[src/image_stats_defs.svh]
`ifndef IMAGE_STATS_DEFS_SVH
`define IMAGE_STATS_DEFS_SVH

// register indices; byte address is four times the index
`define IDX_REVISION        8'h01
`define IDX_EXPOSURE_UPPER  8'h08
`define IDX_EXPOSURE_LOWER  8'h09
`define IDX_PEAK            8'h0A
`define IDX_SUMMED          8'h0B
`define IDX_FLOOR           8'h0C
`define IDX_GRAB            8'h0D
`define IDX_FLIPPED_REV     8'h40
`define IDX_FUSE_SETUP      8'h51

`define EXPOSURE_RESET      16'h0064
`define PEAK_RESET          7'h00
`define FLOOR_RESET         7'h00
`define SUM_RESET           17'h00000
`define FUSE_EN_BIT         0
`define GRAB_VALID_BIT      7
`define SUM_HI_BIT          15
`define SUM_LO_BIT          8

`define PIX_LAST_INDEX      9'd360
`define PIX_FIRST_INDEX     9'd0
`define PIXEL_CEILING       7'h7F
`define ADDR_W              12
`define RESP_OKAY           2'h0
`define RESP_SLVERR         2'h2

`endif

[src/image_stats_pkg.sv]
package image_stats_pkg;

  typedef struct packed {
    logic       valid;
    logic [6:0] value;
  } pixel_in_t;

  typedef struct packed {
    logic [6:0]  peak;
    logic [6:0]  floor;
    logic [16:0] sum;
  } frame_stats_t;

  typedef enum logic [1:0] {
    GRAB_IDLE  = 2'b00,
    GRAB_ARMED = 2'b01,
    GRAB_HELD  = 2'b10
  } grab_state_t;

endpackage

[src/image_stats_pixel_grabber.sv]
// How it works
// exposure main_tick count, sixteen bits, two bytes
// software reads upper byte before lower
// peak register: max pixel, bit 7 zero
// 17-bit pixel sum, bits 15:8 exposed
// floor register: min pixel, bit 7 zero
// armed grabber captures one pixel per frame
// held pixel read sets bit 7, advances
// software does 361 valid grab reads
// grab write with byte 0 strobe set resets index, arms
// indices run down columns from top right
// flipped revision is complement of revision
// fuse setup bit 0 gates fuse commands
// upper read latches matching lower byte
`timescale 1ns/1ps
`include "image_stats_defs.svh"

module image_stats_pixel_grabber import image_stats_pkg::*; #(
  parameter logic [7:0] REV_CODE = 8'h5A  // arbitrary value
) (
  input  wire logic                clk,
  input  wire logic                rst_n,
  input  wire logic                main_tick,
  input  wire logic                shutter_open,
  input  wire logic                frame_start,
  input  wire pixel_in_t           pix,
  output logic                     fuse_cmd_enable,
  input  wire logic [`ADDR_W-1:0]  s_axi_awaddr,
  input  wire logic                s_axi_awvalid,
  output logic                     s_axi_awready,
  input  wire logic [31:0]         s_axi_wdata,
  input  wire logic [3:0]          s_axi_wstrb,
  input  wire logic                s_axi_wvalid,
  output logic                     s_axi_wready,
  output logic [1:0]               s_axi_bresp,
  output logic                     s_axi_bvalid,
  input  wire logic                s_axi_bready,
  input  wire logic [`ADDR_W-1:0]  s_axi_araddr,
  input  wire logic                s_axi_arvalid,
  output logic                     s_axi_arready,
  output logic [31:0]              s_axi_rdata,
  output logic [1:0]               s_axi_rresp,
  output logic                     s_axi_rvalid,
  input  wire logic                s_axi_rready
);

  logic [8:0]   pix_index;
  frame_stats_t stats;

  // stream order
  // pixels arrive in index order, down each column from the top right
  pixel_stats_engine u_stats (
    .clk         (clk),
    .rst_n       (rst_n),
    .frame_start (frame_start),
    .pix         (pix),
    .pix_index   (pix_index),
    .stats       (stats)
  );

  // exposure count
  logic [15:0] cnt_reg, cnt_next;
  logic [15:0] exposure_reg, exposure_next;
  logic        open_d_reg;

  always_comb begin
    cnt_next      = cnt_reg;
    exposure_next = exposure_reg;
    if (shutter_open && main_tick) begin
      cnt_next = cnt_reg + 16'h0001;
    end
    // latch on close
    if (open_d_reg && !shutter_open) begin
      exposure_next = cnt_reg;
      cnt_next      = 16'h0000;
    end
  end

  always_ff @(posedge clk) begin
    if (!rst_n) begin
      cnt_reg      <= 16'h0000;
      exposure_reg <= `EXPOSURE_RESET;
      open_d_reg   <= 1'b0;
    end else begin
      cnt_reg      <= cnt_next;
      exposure_reg <= exposure_next;
      open_d_reg   <= shutter_open;
    end
  end

  // write channel
  logic                aw_held_reg, aw_held_next;
  logic                w_held_reg, w_held_next;
  logic [`ADDR_W-1:0]  waddr_reg, waddr_next;
  logic [31:0]         wdata_reg, wdata_next;
  logic                wstrb0_reg, wstrb0_next;
  logic                bvalid_next;
  logic [1:0]          bresp_next;
  logic                do_write;
  logic [7:0]          w_idx;
  logic                w_mapped;

  // read channel
  logic                rvalid_next;
  logic [31:0]         rdata_next;
  logic [1:0]          rresp_next;
  logic                ar_take;
  logic [7:0]          r_idx;
  logic                r_addr_ok;
  logic [7:0]          rd_idx_reg;

  // register state
  grab_state_t         grab_state_reg, grab_state_next;
  logic [8:0]          grab_idx_reg, grab_idx_next;
  logic [6:0]          grab_val_reg, grab_val_next;
  logic                fuse_next;
  logic [7:0]          lo_shadow_reg, lo_shadow_next;
  logic                lo_pending_reg, lo_pending_next;

  assign w_idx     = waddr_reg[9:2];
  assign w_mapped  = (waddr_reg[11:10] == 2'b00) &&
                     (w_idx == `IDX_GRAB || w_idx == `IDX_FUSE_SETUP);
  assign do_write  = aw_held_reg && w_held_reg && !s_axi_bvalid;
  assign r_idx     = s_axi_araddr[9:2];
  assign r_addr_ok = (s_axi_araddr[11:10] == 2'b00);
  assign ar_take   = s_axi_arvalid && s_axi_arready;

  always_comb begin
    aw_held_next = aw_held_reg;
    w_held_next  = w_held_reg;
    waddr_next   = waddr_reg;
    wdata_next   = wdata_reg;
    wstrb0_next  = wstrb0_reg;
    bresp_next   = s_axi_bresp;
    bvalid_next  = s_axi_bvalid && !s_axi_bready;
    if (s_axi_awvalid && s_axi_awready) begin
      aw_held_next = 1'b1;
      waddr_next   = s_axi_awaddr;
    end
    if (s_axi_wvalid && s_axi_wready) begin
      w_held_next = 1'b1;
      wdata_next  = s_axi_wdata;
      wstrb0_next = s_axi_wstrb[0];
    end
    if (do_write) begin
      aw_held_next = 1'b0;
      w_held_next  = 1'b0;
      bvalid_next  = 1'b1;
      // read-only and unknown registers alike refuse writes
      bresp_next   = w_mapped ? `RESP_OKAY : `RESP_SLVERR;
    end
  end

  always_comb begin
    rdata_next      = s_axi_rdata;
    rresp_next      = s_axi_rresp;
    rvalid_next     = s_axi_rvalid && !s_axi_rready;
    grab_state_next = grab_state_reg;
    grab_idx_next   = grab_idx_reg;
    grab_val_next   = grab_val_reg;
    fuse_next       = fuse_cmd_enable;
    lo_shadow_next  = lo_shadow_reg;
    lo_pending_next = lo_pending_reg;

    // one capture per frame
    if (grab_state_reg == GRAB_ARMED && pix.valid && pix_index == grab_idx_reg) begin
      grab_state_next = GRAB_HELD;
      grab_val_next   = pix.value;
    end

    if (ar_take) begin
      rvalid_next = 1'b1;
      rresp_next  = `RESP_OKAY;
      rdata_next  = 32'h0000_0000;
      if (!r_addr_ok) begin
        rresp_next = `RESP_SLVERR;
      end else begin
        unique case (r_idx)
          `IDX_REVISION: rdata_next[7:0] = REV_CODE;
          `IDX_EXPOSURE_UPPER: begin
            // freeze lower half
            rdata_next[7:0] = exposure_reg[15:8];
            lo_shadow_next  = exposure_reg[7:0];
            lo_pending_next = 1'b1;
          end
          `IDX_EXPOSURE_LOWER: begin
            // serve frozen half
            rdata_next[7:0] = lo_pending_reg ? lo_shadow_reg : exposure_reg[7:0];
            lo_pending_next = 1'b0;
          end
          // bit 7 zero
          `IDX_PEAK: rdata_next[7:0] = {1'b0, stats.peak};
          // upper sum bits
          `IDX_SUMMED: rdata_next[7:0] = stats.sum[`SUM_HI_BIT:`SUM_LO_BIT];
          // bit 7 zero
          `IDX_FLOOR: rdata_next[7:0] = {1'b0, stats.floor};
          `IDX_GRAB: begin
            // consume and advance
            if (grab_state_reg == GRAB_HELD) begin
              rdata_next[7:0] = {1'b1, grab_val_reg};
              grab_state_next = GRAB_ARMED;
              grab_idx_next   = (grab_idx_reg == `PIX_LAST_INDEX) ?
                                `PIX_FIRST_INDEX : grab_idx_reg + 9'd1;
            end
          end
          // complement
          `IDX_FLIPPED_REV: rdata_next[7:0] = ~REV_CODE;
          `IDX_FUSE_SETUP: rdata_next[`FUSE_EN_BIT] = fuse_cmd_enable;
          default: rresp_next = `RESP_SLVERR;
        endcase
      end
    end

    if (do_write && w_mapped && wstrb0_reg) begin
      if (w_idx == `IDX_GRAB) begin
        // restart at zero
        grab_state_next = GRAB_ARMED;
        grab_idx_next   = `PIX_FIRST_INDEX;
      end else begin
        // fuse gate
        fuse_next = wdata_reg[`FUSE_EN_BIT];
      end
    end
  end

  always_ff @(posedge clk) begin
    if (!rst_n) begin
      aw_held_reg     <= 1'b0;
      w_held_reg      <= 1'b0;
      waddr_reg       <= '0;
      wdata_reg       <= 32'h0000_0000;
      wstrb0_reg      <= 1'b0;
      s_axi_awready   <= 1'b0;
      s_axi_wready    <= 1'b0;
      s_axi_bvalid    <= 1'b0;
      s_axi_bresp     <= `RESP_OKAY;
      s_axi_arready   <= 1'b0;
      s_axi_rvalid    <= 1'b0;
      s_axi_rdata     <= 32'h0000_0000;
      s_axi_rresp     <= `RESP_OKAY;
      rd_idx_reg      <= 8'h00;
      grab_state_reg  <= GRAB_IDLE;
      grab_idx_reg    <= `PIX_FIRST_INDEX;
      grab_val_reg    <= 7'h00;
      fuse_cmd_enable <= 1'b0;
      lo_shadow_reg   <= 8'h00;
      lo_pending_reg  <= 1'b0;
    end else begin
      aw_held_reg     <= aw_held_next;
      w_held_reg      <= w_held_next;
      waddr_reg       <= waddr_next;
      wdata_reg       <= wdata_next;
      wstrb0_reg      <= wstrb0_next;
      // one slot per channel; ready drops while a beat is held
      s_axi_awready   <= !aw_held_next;
      s_axi_wready    <= !w_held_next;
      s_axi_bvalid    <= bvalid_next;
      s_axi_bresp     <= bresp_next;
      s_axi_arready   <= !rvalid_next;
      s_axi_rvalid    <= rvalid_next;
      s_axi_rdata     <= rdata_next;
      s_axi_rresp     <= rresp_next;
      rd_idx_reg      <= ar_take ? r_idx : rd_idx_reg;
      grab_state_reg  <= grab_state_next;
      grab_idx_reg    <= grab_idx_next;
      grab_val_reg    <= grab_val_next;
      fuse_cmd_enable <= fuse_next;
      lo_shadow_reg   <= lo_shadow_next;
      lo_pending_reg  <= lo_pending_next;
    end
  end
endmodule // image_stats_pixel_grabber

[src/pixel_stats_engine.sv]
`timescale 1ns/1ps
`include "image_stats_defs.svh"

module pixel_stats_engine import image_stats_pkg::*; (
  input  wire logic         clk,
  input  wire logic         rst_n,
  input  wire logic         frame_start,
  input  wire pixel_in_t    pix,
  output logic [8:0]        pix_index,
  output frame_stats_t      stats
);

  logic [8:0]   idx_reg, idx_next;
  logic [6:0]   max_reg, max_next;
  logic [6:0]   min_reg, min_next;
  logic [16:0]  sum_reg, sum_next;
  frame_stats_t stats_reg, stats_next;
  logic [8:0]   base_idx;
  logic [6:0]   base_max;
  logic [6:0]   base_min;
  logic [16:0]  base_sum;

  always_comb begin
    base_idx   = frame_start ? `PIX_FIRST_INDEX : idx_reg;
    base_max   = frame_start ? 7'h00 : max_reg;
    base_min   = frame_start ? `PIXEL_CEILING : min_reg;
    base_sum   = frame_start ? `SUM_RESET : sum_reg;
    idx_next   = base_idx;
    max_next   = base_max;
    min_next   = base_min;
    sum_next   = base_sum;
    stats_next = stats_reg;
    // pixels past the last index are dropped until the next frame
    if (pix.valid && base_idx <= `PIX_LAST_INDEX) begin
      idx_next = base_idx + 9'd1;
      max_next = (pix.value > base_max) ? pix.value : base_max;
      min_next = (pix.value < base_min) ? pix.value : base_min;
      // full sum
      sum_next = base_sum + {10'h000, pix.value};
      if (base_idx == `PIX_LAST_INDEX) begin
        // publish peak
        stats_next.peak  = max_next;
        // publish floor
        stats_next.floor = min_next;
        stats_next.sum   = sum_next;
      end
    end
  end

  always_ff @(posedge clk) begin
    if (!rst_n) begin
      idx_reg   <= `PIX_LAST_INDEX + 9'd1;
      max_reg   <= 7'h00;
      min_reg   <= `PIXEL_CEILING;
      sum_reg   <= `SUM_RESET;
      stats_reg <= '{peak: `PEAK_RESET, floor: `FLOOR_RESET, sum: `SUM_RESET};
    end else begin
      idx_reg   <= idx_next;
      max_reg   <= max_next;
      min_reg   <= min_next;
      sum_reg   <= sum_next;
      stats_reg <= stats_next;
    end
  end

  assign pix_index = base_idx;
  assign stats     = stats_reg;

endmodule // pixel_stats_engine

[config.mk]
export PLATFORM = sky130hd
export DESIGN_NAME = image_stats_pixel_grabber
export DESIGN_NICKNAME = d
export VERILOG_FILES = /design/src/image_stats_pkg.sv /design/src/image_stats_pixel_grabber.sv /design/src/pixel_stats_engine.sv
export VERILOG_INCLUDE_DIRS = /design/src
export SDC_FILE = /design/constraint.sdc
export NUM_CORES = 1
export LEC_CHECK = 0
export BUFFER_PORTS_ARGS = -buffer_cell sky130_fd_sc_hd__buf_4
export CORE_MARGIN = 2
export CORE_UTILIZATION = 58
export DETAILED_ROUTE_END_ITERATION = 10
export PLACE_DENSITY = 0.91
export REMOVE_ABC_BUFFERS = 1
export SLEW_MARGIN = 20
export SYNTH_ARGS = -nofsm -noshare
export SYNTH_HDL_FRONTEND = slang
export SYNTH_SLANG_ARGS = --single-unit
[constraint.sdc]
create_clock -name clk -period 3.9 [get_ports clk]
set_clock_uncertainty 0.2 [all_clocks]
set_input_delay 0.585 -clock clk [delete_from_list [all_inputs] [get_ports clk]]
set_output_delay 0.585 -clock clk [all_outputs]
set_load 0.005 [all_outputs]
Word-level counts from Yosys, hierarchy flattened. Index checks and enable logic that the tools add are counted.

$add $sub $neg: 4. Magnitude comparators: 3. Equality and inequality tests: 16. Mux-type cells: 39. Bitwise gates (word level): 2. Reduce and logical (&&, ||, !) cells: 32.

Operators with widths (count): $mux W9 (9); $eq A8 B4 Y1 const B (7); $pmux W7 S8 (1); $mux W7 (6); $mux W17 (2); $eq A8 B7 Y1 const B (3); $mux W8 (3); $mux W2 (10); $add A9 B1 Y9 const B (2); $eq A9 B9 Y1 const B (2); $add A17 B7 Y17 (1); $add A16 B1 Y16 const B (1); $logic_and A1 B1 Y1 (15); $eq A9 B9 Y1 (1); $le A9 B9 Y1 const B (1); $reduce_or A9 Y1 (1); $eq A8 B1 Y1 const B (1); $pmux W1 S8 (1); $gt A7 B7 Y1 (1); $logic_not A1 Y1 (7); $lt A7 B7 Y1 (1); $mux W1 (6); $reduce_and A3 Y1 (2); $logic_not A2 Y1 (2); 8 further kinds (10).

Flip-flop bits (word level): 164. Input port bits: 78. Logic and storage cells: 125.

Depth between registers and ports, before layout. Gate-level depths: netlist of the first run.

Depth after elaboration: 10. Depth in mapped cells: 14. Gate-level depth less buffers: 9.

Hierarchy. Synthesis of the first run repeated with hierarchy kept, for this count alone.

Cells, all modules: 1022. Area total of the unflattened synthesis: 8513.2 µm².

Modules (own cells, without submodules): image_stats_pixel_grabber (instances 1, cells each 548, area each 4488.1 µm²); pixel_stats_engine (instances 1, cells each 474, area each 4025.1 µm²).

Worst setup path after synthesis of the first run. No wires, ideal clock.

Path kind: in2reg. Start: input frame_start. End: register u_stats.stats_reg, in the netlist u_stats.stats[13]. Setup time: 0.091 ns. Arrival: 3.170 ns. Path slack: 0.439 ns. Cell stages on the path: 12. Cell sequence: buf_6 clkbuf_1 clkbuf_1 clkbuf_1 nor2b_1 ha_1 and2_1 a221oi_2 a31oi_1 clkbuf_1 a21o_1 a311oi_1.

Cells in the longest elaborated chain, start to end: 4. Elaborated cells on any way between the ends: 7.

RTL lines: start: declaration (RTL line image_stats_pixel_grabber.sv:25) `input wire logic frame_start,`; $mux W9 (RTL line pixel_stats_engine.sv:24) `` base_idx = frame_start ? `PIX_FIRST_INDEX : idx_reg; ``; $le A9 B9 Y1 (no line); $logic_and A1 B1 Y1 (no line); $reduce_and A2 Y1 (no line); end signal: assignment (RTL line pixel_stats_engine.sv:56) `` stats_reg <= '{peak: `PEAK_RESET, floor: `FLOOR_RESET, sum: `SUM_RESET}; ``; end signal: assignment (RTL line pixel_stats_engine.sv:62) `stats_reg <= stats_next;`; end: declaration (RTL line pixel_stats_engine.sv:17) `frame_stats_t stats_reg, stats_next;`.

Parallel ways exist; a longest one is shown, timed or not. A chain may end at the register's enable or synchronous reset.

Worst setup path in the final report of the first run.
Start: input frame_start. End: register u_stats.stats_reg, in the netlist u_stats.stats[26].

Same word-level chain as after synthesis.

==> qor.csv, run 1 <==
stage,metric,value,unit
status,status,completed,
synthesis,ys_warn_count,0,
critical_path,ff2ff_path_depth,9,
synthesis,seq_area_frac_synth,37.38,%
timing,worst_pin_slew,1.025,ns
clock_tree,clkTransAtPathRegs,0.06,ns
route,firstDrtPassIters,5,
cells_and_area,drive_above_1_share,12.49,%
critical_path,timing.rr.start,u_stats.idx_reg[1],
global_routing,grt_pass1_vias,6876,
pwr,power.share.switching,26.03,%
timing,fin_crit_sh,75.97,%
cells_and_area,nets,1116,
pwr,leakage,3.555,nW
route,route.detailed.drc,0,
timing,relSlewSlack,31.50,%
clock_tree,htreeDepth,4,
critical_path,cp_max_fo,21,
placement,io_buffers,55,
cells_and_area,syn2layout_area_growth,12.65,%
route,finalWirelength,20060,um
critical_path,regToRegSetupSlack,0.95,ns
clock_tree,cts_inserted_buffers,17,
clock_tree,numClockSinks,151,
global_routing,grt_pass1_wl,32510,um
die,core.rowCount,43,
clock_tree,clock_latency,0.44,ns
synthesis,ys_ff_latch,151,
critical_path,start_kind,input port,
route,via_per_inst,6.115,
critical_path,startpoint,frame_start,
critical_path,cp.required,4.01,ns
route,vias,7368,
timing,setup_tns,0,ns
synthesis,synth-main-ff-cell,dfxtp_1,
die,die_area,14900,um^2
clock_tree,cts_hold_buf,0,
timing,timing.final.hold_violations,0,
clock_tree,post_cts_resized,0,
die,io_pins,120,
synthesis,synthDistinctLibCells,75,
global_routing,antenna_found_initial,0,
synthesis,synth_cells,985,
critical_path,end_kind,register,
die,die_x,122.1,um
global_routing,grt_max_degree,65,
route,wl_per_cell,16.65,um
pwr,seqPwrFrac,44.0,%
global_routing,grtUsageTotal,27.60,%
pwr,clkPwrFrac,47.1,%
pwr,ir_drop,0.0003477,V
clock_tree,postCtsSetupBuffers,0,
clock_tree,cts_tree,built,
timing,period_needed,2.963,ns
critical_path,r2r-end,u_stats.min_reg[0],
global_routing,grt_overflow,0,
placement,gp_congestion,0.9223,
route,ant_nets,0,
run,drv_cap,0,
clock_tree,clock_path_buffers,2,
pwr,power,3.647,mW
die,initial_utilization,58.72,%
critical_path,path_class,in -> reg,
cells_and_area,largest_reg_flops,22,
worst_hold_path,min_path_type,in -> reg,
placement,dp_hpwl,13620,um
pwr,p_int,2.698,mW
die,core-area,13770,um^2
synthesis,synth_area_per_cell,8.211,um^2
clock_tree,cts_root_buffer,clkbuf_16,
pwr,pwr-share-comb,8.9,%
pwr,powerDensity,400.3,nW/um^2
route,drt_iter0_drc,690,
critical_path,crit_end,u_stats.stats[26],
timing,setup_violations,0,
timing,rsz0062_at_grt,false,
die,die_height,122.1,um
critical_path,worst_ep_arrival_time,3.07,ns
synthesis,synth_edf_count,0,
synthesis,syn-cell-area,8088,um^2
timing,drv_slew,0,
timing,fmax,337.5,MHz
cells_and_area,diodes,0,
synthesis,async_flop_share,0,%
pwr,switchingPower,949.5,uW
layout make-up:
| class | count | area [um^2] |
|---|---|---|
| inverters | 26 | 97.59 |
| well taps | 180 | 225.2 |
| flip-flops and latches | 151 | 3023 |
| fillers | 1069 | 4662 |
| clock buffers | 19 | 452.9 |
| clock inverters | 13 | 160.2 |
| multi-input cells | 748 | 4642 |
| repair buffers | 68 | 510.5 |
worst min-delay path by stage:
| stage | start | end | slack (ns) | cells past startpoint |
|---|---|---|---|---|
| 3_3_place_gp | waddr_reg[2] | waddr_reg[2] | 0.24 | 2 |
| 2_1_floorplan | waddr_reg[2] | waddr_reg[2] | 0.23 | 2 |
| 5_1_grt | s_axi_awaddr[3] | waddr_reg[3] | 0.20 | 3 |
| 6_report | s_axi_awaddr[5] | waddr_reg[5] | 0.19 | 3 |
| 4_1_cts | s_axi_awaddr[5] | waddr_reg[5] | 0.18 | 3 |
| 3_5_place_dp | waddr_reg[2] | waddr_reg[2] | 0.24 | 2 |
critical path, stage by stage:
cell and delay (ns):
buf_4 0.23, clkinv_1 0.31, nand2_1 0.18, ha_1 0.17, nand2b_1 0.13, or4_1 0.75, buf_4 0.31, nor3_1 0.30
a311oi_1 0.10
power by group through the flow:
stage          combinational (mW)  sequential, mW  clock (mW)
2_1_floorplan               0.181            1.63           0
3_3_place_gp                0.304            1.64           0
3_5_place_dp                0.314            1.64           0
4_1_cts                     0.319            1.60        1.72
5_1_grt                     0.358            1.61        1.80
6_report                    0.325            1.61        1.72
Yosys cell counts, drive strengths merged, types with 11 or more instances:
cell	n	area share, %
nand3	37	2.4
a21oi	69	4.3
nand2b	11	0.85
inv	25	1.2
ha	25	3.9
nand2	138	6.4
nor4	14	1.5
nor2	74	3.4
mux2i	23	2.8
nor2b	27	2.1
o21ai	58	3.6
xnor2	20	2.2
a31oi	11	0.85
buf	42	3.3
clkbuf	43	2.0
nor3	26	1.6
dfxtp	151	37
per-stage QoR:
step	cells	utilization (%)	worst slack [ns]	instance area [um^2]	hold WS [ns]
final	1205	66.15	0.9374	9111	0.1898
after global routing	1205	66.15	0.7656	9111	0.1986
after CTS	1205	66.15	1.015	9111	0.1825
after detailed placement	1173	61.70	0.5733	8498	0.2450
after global placement	1173	61.70	0.6461	8498	0.2421
after floorplan	925	-	0.8441	7750	0.2318
per-layer routing:
layer  track usage, %  routed length [um]  part of all wire (%)  up-vias
met2            45.08                9774                    49      332
met5                0                   0                     0        -
met4            13.86                 597                   3.0        0
met1            34.17                8165                    41     3448
met3            6.367                1524                   7.6       52
li1                 -                   -                     -     3536
logic make-up after synthesis:
logic type	share of synthesized area [%]
and+or+nand+nor	24.86
AOI/OAI and AO/OA	18.56
DFF	37.38
buffers and inverters	6.544
muxes	5.353
xor gates and xnor gates	3.141
adders and majority gates	4.115
other	0.04637
cell usage in the layout, fill, tap and decap left out, drive strengths merged, types with 11 or more instances in the layout:
cell	instances
dfxtp	151
nand2	138
nor2	74
a21oi	69
buf	68
o21ai	58
nand3	37
inv	31
nor2b	27
nor3	26
conb	26
ha	25
mux2i	23
xnor2	20
clkbuf	19
nor4	14
nand2b	11
a31oi	11
Note: power is estimated with default switching activity, not from simulation.
==> run 2, diff against run 1 <==
CORE_UTILIZATION = 52   (was 58)
PLACE_DENSITY = 0.87   (was 0.91)
clock period = 2.5 ns   (was 3.9 ns; I/O delays follow)
==> run 2 against run 1 <==
Final area increased by 9.2%. Worst hold slack got worse by 0.17 ns. Wire length increased by 11%. Sequential share of layout area decreased by 2.8 points. Combinational power increased by 92%.
==> qor.csv, run 2 (synthesis results as in run 1) <==
stage,metric,value,unit,change
route,ant_nets,0,,unchanged
cells_and_area,largest_reg_flops,22,,unchanged
timing,fin_crit_sh,98.65,%,
global_routing,grt_max_degree,65,,unchanged
clock_tree,htreeDepth,4,,unchanged
timing,drv_slew,0,,unchanged
global_routing,grt_overflow,0,,unchanged
pwr,powerDensity,576.9,nW/um^2,+44%
worst_hold_path,min_path_type,in -> reg,,
placement,io_buffers,55,,unchanged
clock_tree,cts_tree,built,,
placement,dp_hpwl,14930,um,+9.6%
die,core-area,15200,um^2,+10%
pwr,ir_drop,0.0005430,V,+56%
timing,worst_pin_slew,0.5571,ns,-0.4682 ns
critical_path,path_class,reg -> reg,,
global_routing,grtUsageTotal,26.56,%,-1.0 points
global_routing,antenna_found_initial,0,,unchanged
cells_and_area,nets,1202,,+7.7%
timing,relSlewSlack,62.51,%,+31 points
die,die_height,128.7,um,+5.4%
critical_path,end_kind,register,,
clock_tree,cts_inserted_buffers,17,,unchanged
pwr,power,5.739,mW,+57%
route,finalWirelength,22320,um,+11%
status,status,completed,,
clock_tree,cts_root_buffer,clkbuf_16,,
route,drt_iter0_drc,634,,-8.1%
critical_path,cp_common_cell,nor2b_4,,
critical_path,cp_top_family,simple AND/OR/NAND/NOR gates,,
route,vias,7933,,+7.7%
global_routing,grt_pass1_wl,35180,um,+8.2%
die,initial_utilization,53.20,%,-5.5 points
cells_and_area,drive_above_1_share,19.73,%,+7.2 points
critical_path,cp.required,2.67,ns,-1.34 ns
global_routing,grt_pass1_vias,7477,,+8.7%
cells_and_area,diodes,0,,unchanged
placement,place_inst,1248,,+6.4%
route,via_per_inst,6.112,,about the same
timing,setup_violations,0,,unchanged
clock_tree,clock_latency,0.44,ns,about the same
cells_and_area,final_common_cell,dfxtp_1,,
route,wl_per_cell,17.20,um,+3.3%
critical_path,cp_max_fo,5,,-76%
clock_tree,numClockSinks,151,,unchanged
clock_tree,clock_path_buffers,2,,unchanged
timing,period_needed,2.466,ns,
run,drv_cap,0,,unchanged
cells_and_area,final_cell_mix,"150 x dfxtp_1, 138 x nand2_1, 137 x buf_4",,
critical_path,slowest_delay,0.43,ns,-0.32 ns
die,die_x,128.7,um,+5.4%
placement,gp_congestion,0.8994,,-2.5%
critical_path,worst_ep_arrival_time,2.64,ns,-0.43 ns
die,die_area,16570,um^2,+11%
clock_tree,clkTransAtPathRegs,0.06,ns,about the same
critical_path,slowest_stage,or4_1,,
die,core.rowCount,45,,+4.7%
timing,timing.final.hold_violations,0,,unchanged
timing,fmax,405.5,MHz,
cells_and_area,layout.cells.non_filler,1298,,+7.7%
critical_path,critical_path_buf_inv_count,1,,-2
die,io_pins,120,,unchanged
route,firstDrtPassIters,5,,unchanged
route,route.detailed.drc,0,,unchanged
critical_path,cp_cell_sequence,nor2b_4 -> ha_4 -> inv_2 -> fa_2 -> nor2b_4 -> o31a_1 -> o31ai_4 -> or4_1 -> a21oi_1,,
critical_path,start_kind,register,,
pwr,leakage,3.967,nW,+12%
cells_and_area,syn2layout_area_growth,23.02,%,
-- run 2: cell types whose count changed in the layout (fill, tap and decap cells not counted), sizes merged --
cell	previous run	this run
clkdlybuf4s15	0	1
dlygate4sd3	0	11
clkbuf	19	18
buf	68	142
clkinvlp	0	3
clkinv	6	1
inv	31	33
-- run 2: metrics by stage --
stage	hold slack [ns]	setup WS [ns]	instance area (um^2)	util, %	setup TNS, ns
2_1_floorplan	0.2318	-0.3694	7750	-	-8.060
3_3_place_gp	0.2418	-0.2671	9074	59.69	-3.633
3_5_place_dp	0.2460	-0.3499	9074	59.69	-6.002
4_1_cts	0.003444	-0.04264	9791	64.40	-0.04688
5_1_grt	0.02120	-0.03141	9950	65.45	-0.06624
6_report	0.01726	0.03385	9950	65.45	0
-- run 2: metal layers --
metal,part of all wire (%),GRT usage (%)
met4,2.8,11.32
met2,49,46.47
met1,41,31.52
met3,6.6,5.696
met5,0,0
-- run 2: what timing repair did --
item                                   CTS  global route
setup endpoints to repair                5            14
gates cloned                             0             1
pin swaps                                1            10
endpoints found under the hold margin   11             0
setup buffers                            1             6
hold buffers                            11             0
gates resized for setup                  4            20
-- run 2: final cells by class --
type                    count  area (um^2)
fillers                  1149         5253
multi-input cells         748         4756
flip-flops and latches    151         3024
repair buffers            154         1250
clock buffers              18        429.2
well taps                 188        235.2
clock inverters            13        157.7
inverters                  26        97.59
-- run 2: power breakdown --
| part | internal, mW | switching (mW) | total [mW] |
|---|---|---|---|
| clock | 1.49 | 1.12 | 2.61 |
| combinational | 0.270 | 0.354 | 0.624 |
| sequential | 2.46 | 0.0397 | 2.50 |
| total | 4.23 | 1.51 | 5.74 |
-- run 2: final timing paths --
path,slack [ns],endpoint,cells past startpoint,start
setup / recovery,0.03,u_stats.sum_reg[14],9,u_stats.sum_reg[0]
hold reg to reg,0.25,waddr_reg[2],2,waddr_reg[2]
hold / removal,0.02,s_axi_rvalid,3,s_axi_arvalid
setup reg to reg,0.03,u_stats.sum_reg[14],9,u_stats.sum_reg[0]
-- run 2: worst min-delay path: stages --
cell	delay [ns]
buf_4	0.12
nand2_1	0.06
a21oi_1	0.05
==> run 3, diff against run 2 <==
CORE_MARGIN = 1   (was 2)
CORE_UTILIZATION = 53   (was 52)
PLACE_DENSITY = 0.88   (was 0.87)
SYNTH_HIERARCHICAL = 1   (was unset)
==> run 3 against run 2 <==
Die area fell by 4.4%. Final cell count shrank 2.7%. Wire length fell by 6.2%. Critical path depth unchanged. Synthesized area rose by 0.56%. Setup slack better by 0.085 ns. Critical path type unchanged. Critical endpoint is now u_stats/stats[24]. Highest routed layer unchanged.
==> qor.csv, run 3 <==
stage,metric,value,unit,change
status,status,completed,,
worst_hold_path,min_path_type,in -> reg,,
synthesis,ys_warn_count,6,,+6
critical_path,cp_max_fo,12,,+7
worst_hold_path,min_from,s_axi_wstrb[0],,
pwr,powerDensity,616.7,nW/um^2,+6.9%
clock_tree,numClockSinks,151,,unchanged
cells_and_area,diodes,0,,unchanged
die,die_height,125.9,um,-2.2%
clock_tree,cts_tree,built,,
critical_path,regToRegSetupSlack,0.12,ns,+0.08 ns
critical_path,ff2ff_path_depth,9,,unchanged
critical_path,timing.rr.start,u_stats/max_reg[4],,
die,core-area,14750,um^2,-2.9%
route,finalWirelength,20950,um,-6.2%
critical_path,end_kind,register,,
critical_path,cp.required,2.62,ns,-0.05 ns
clock_tree,cts_inserted_buffers,17,,unchanged
timing,relSlewSlack,62.56,%,about the same
cells_and_area,final_util,65.65,%,+0.20 points
cells_and_area,nets,1170,,-2.7%
global_routing,grt_pass1_vias,7210,,-3.6%
cells_and_area,final_cell_mix,"151 x dfxtp_1, 119 x nand2_1, 118 x buf_4",,
timing,setup_violations,0,,unchanged
timing,fin_hold_ws,0.007828,ns,-0.009434 ns
die,die_area,15840,um^2,-4.4%
route,drt_iter0_drc,774,,+22%
placement,dp_hpwl,13650,um,-8.6%
worst_hold_path,hold-path-cell-count,3,,unchanged
timing,fin_crit_sh,95.25,%,-3.4 points
cells_and_area,final_common_cell,dfxtp_1,,
timing,setup_tns,0,ns,unchanged
cells_and_area,syn2layout_area_growth,19.09,%,
route,vias,7531,,-5.1%
synthesis,synth_cells,979,,-0.61%
synthesis,synth_area_per_cell,8.307,um^2,+1.2%
die,io_pins,120,,unchanged
global_routing,grt_max_degree,58,,-11%
clock_tree,htreeDepth,4,,unchanged
cells_and_area,drive_above_1_share,17.24,%,-2.5 points
cells_and_area,largest_reg_flops,22,,unchanged
timing,timing.final.hold_violations,0,,unchanged
clock_tree,cts_root_buffer,clkbuf_16,,
clock_tree,clkTransAtPathRegs,0.06,ns,about the same
timing,fmax,420.0,MHz,+3.6%
timing,fin_ws,0.1188,ns,+0.08496 ns
placement,io_buffers,55,,unchanged
placement,place_inst,1227,,-1.7%
pwr,leakage,3.804,nW,-4.1%
route,via_per_inst,5.963,,-2.4%
synthesis,syn-cell-area,8133,um^2,+0.56%
cells_and_area,layout.cells.non_filler,1263,,-2.7%
timing,period_needed,2.381,ns,-0.08496 ns
critical_path,r2r-end,u_stats/stats[24],,
pwr,ir_drop,0.0004654,V,-14%
timing,worst_pin_slew,0.5540,ns,-0.003129 ns
critical_path,path_class,reg -> reg,,
pwr,power,5.973,mW,+4.1%
critical_path,worst_ep_arrival_time,2.50,ns,-0.14 ns
global_routing,antenna_found_initial,0,,unchanged
worst_hold_path,min_to,wstrb0_reg,,
global_routing,grt_overflow,0,,unchanged
clock_tree,clock_path_buffers,2,,unchanged
route,firstDrtPassIters,6,,+1
placement,gp_congestion,0.8597,,-4.4%
timing,drv_slew,0,,unchanged
cells_and_area,design_area,9686,um^2,-2.7%
timing,rsz0062_at_grt,false,,
clock_tree,clock_latency,0.43,ns,about the same
route,ant_nets,0,,unchanged
run,drv_cap,0,,unchanged
global_routing,grtUsageTotal,26.84,%,+0.28 points
die,core.rowCount,44,,-2.2%
global_routing,grt_pass1_wl,34360,um,-2.3%
clock_tree,postCtsSetupBuffers,0,,-1
placement,dpl-instance-area,8986,um^2,-0.97%
placement,place_ws,-0.1331,ns,+0.2168 ns
route,wl_per_cell,16.59,um,-3.6%
die,initial_utilization,55.12,%,+1.9 points
critical_path,start_kind,register,,
die,die_x,125.9,um,-2.2%
route,route.detailed.drc,0,,unchanged
run 3: power breakdown:
| group | switching [mW] | total, mW | internal, mW | leakage (nW) |
|---|---|---|---|---|
| clock network | 1.06 | 2.83 | 1.77 | 0.320 |
| registers | 0.0347 | 2.50 | 2.47 | 1.23 |
| logic | 0.364 | 0.642 | 0.278 | 2.26 |
run 3: cell type report:
cell class / count / area (um^2)
well taps: 184 / 230.2
fillers: 1160 / 5069
inverters: 19 / 71.32
clock inverters: 12 / 187.7
flip-flops and latches: 151 / 3023
repair buffers: 126 / 1006
multi-input cells: 751 / 4701
clock buffers: 20 / 466.7
run 3: what timing repair did:
action                     4_1_cts  5_1_grt
hold endpoints to repair         4        0
setup endpoints to repair        0        4
gates resized for setup          0        1
hold buffers                     4        0
run 3: worst max-delay path, cell delays in order (launching register included):
cell	delay, ns
dfxtp_1	0.32
nor2b_1	0.16
inv_1	0.06
ha_1	0.28
a211o_1	0.29
a21oi_1	0.18
a21o_1	0.20
buf_12	0.15
mux2i_1	0.11
a211oi_1	0.32
run 3: how the worst max path moves through the flow:
stage,to,from
2_1_floorplan,grab_idx_reg[7],s_axi_arready
3_3_place_gp,u_stats/stats[10],frame_start
3_5_place_dp,u_stats/sum_reg[14],frame_start
4_1_cts,u_stats/stats[14],u_stats/sum_reg[0]
5_1_grt,u_stats/sum_reg[10],u_stats/sum_reg[0]
6_report,u_stats/stats[24],u_stats/max_reg[4]
run 3: routing by layer:
layer	vias up	GRT usage (%)	wire (um)
met5	-	0	0
met4	0	9.497	493
met3	56	5.183	1235
met2	302	46.34	10140
met1	3551	33.39	9076
li1	3622	-	-
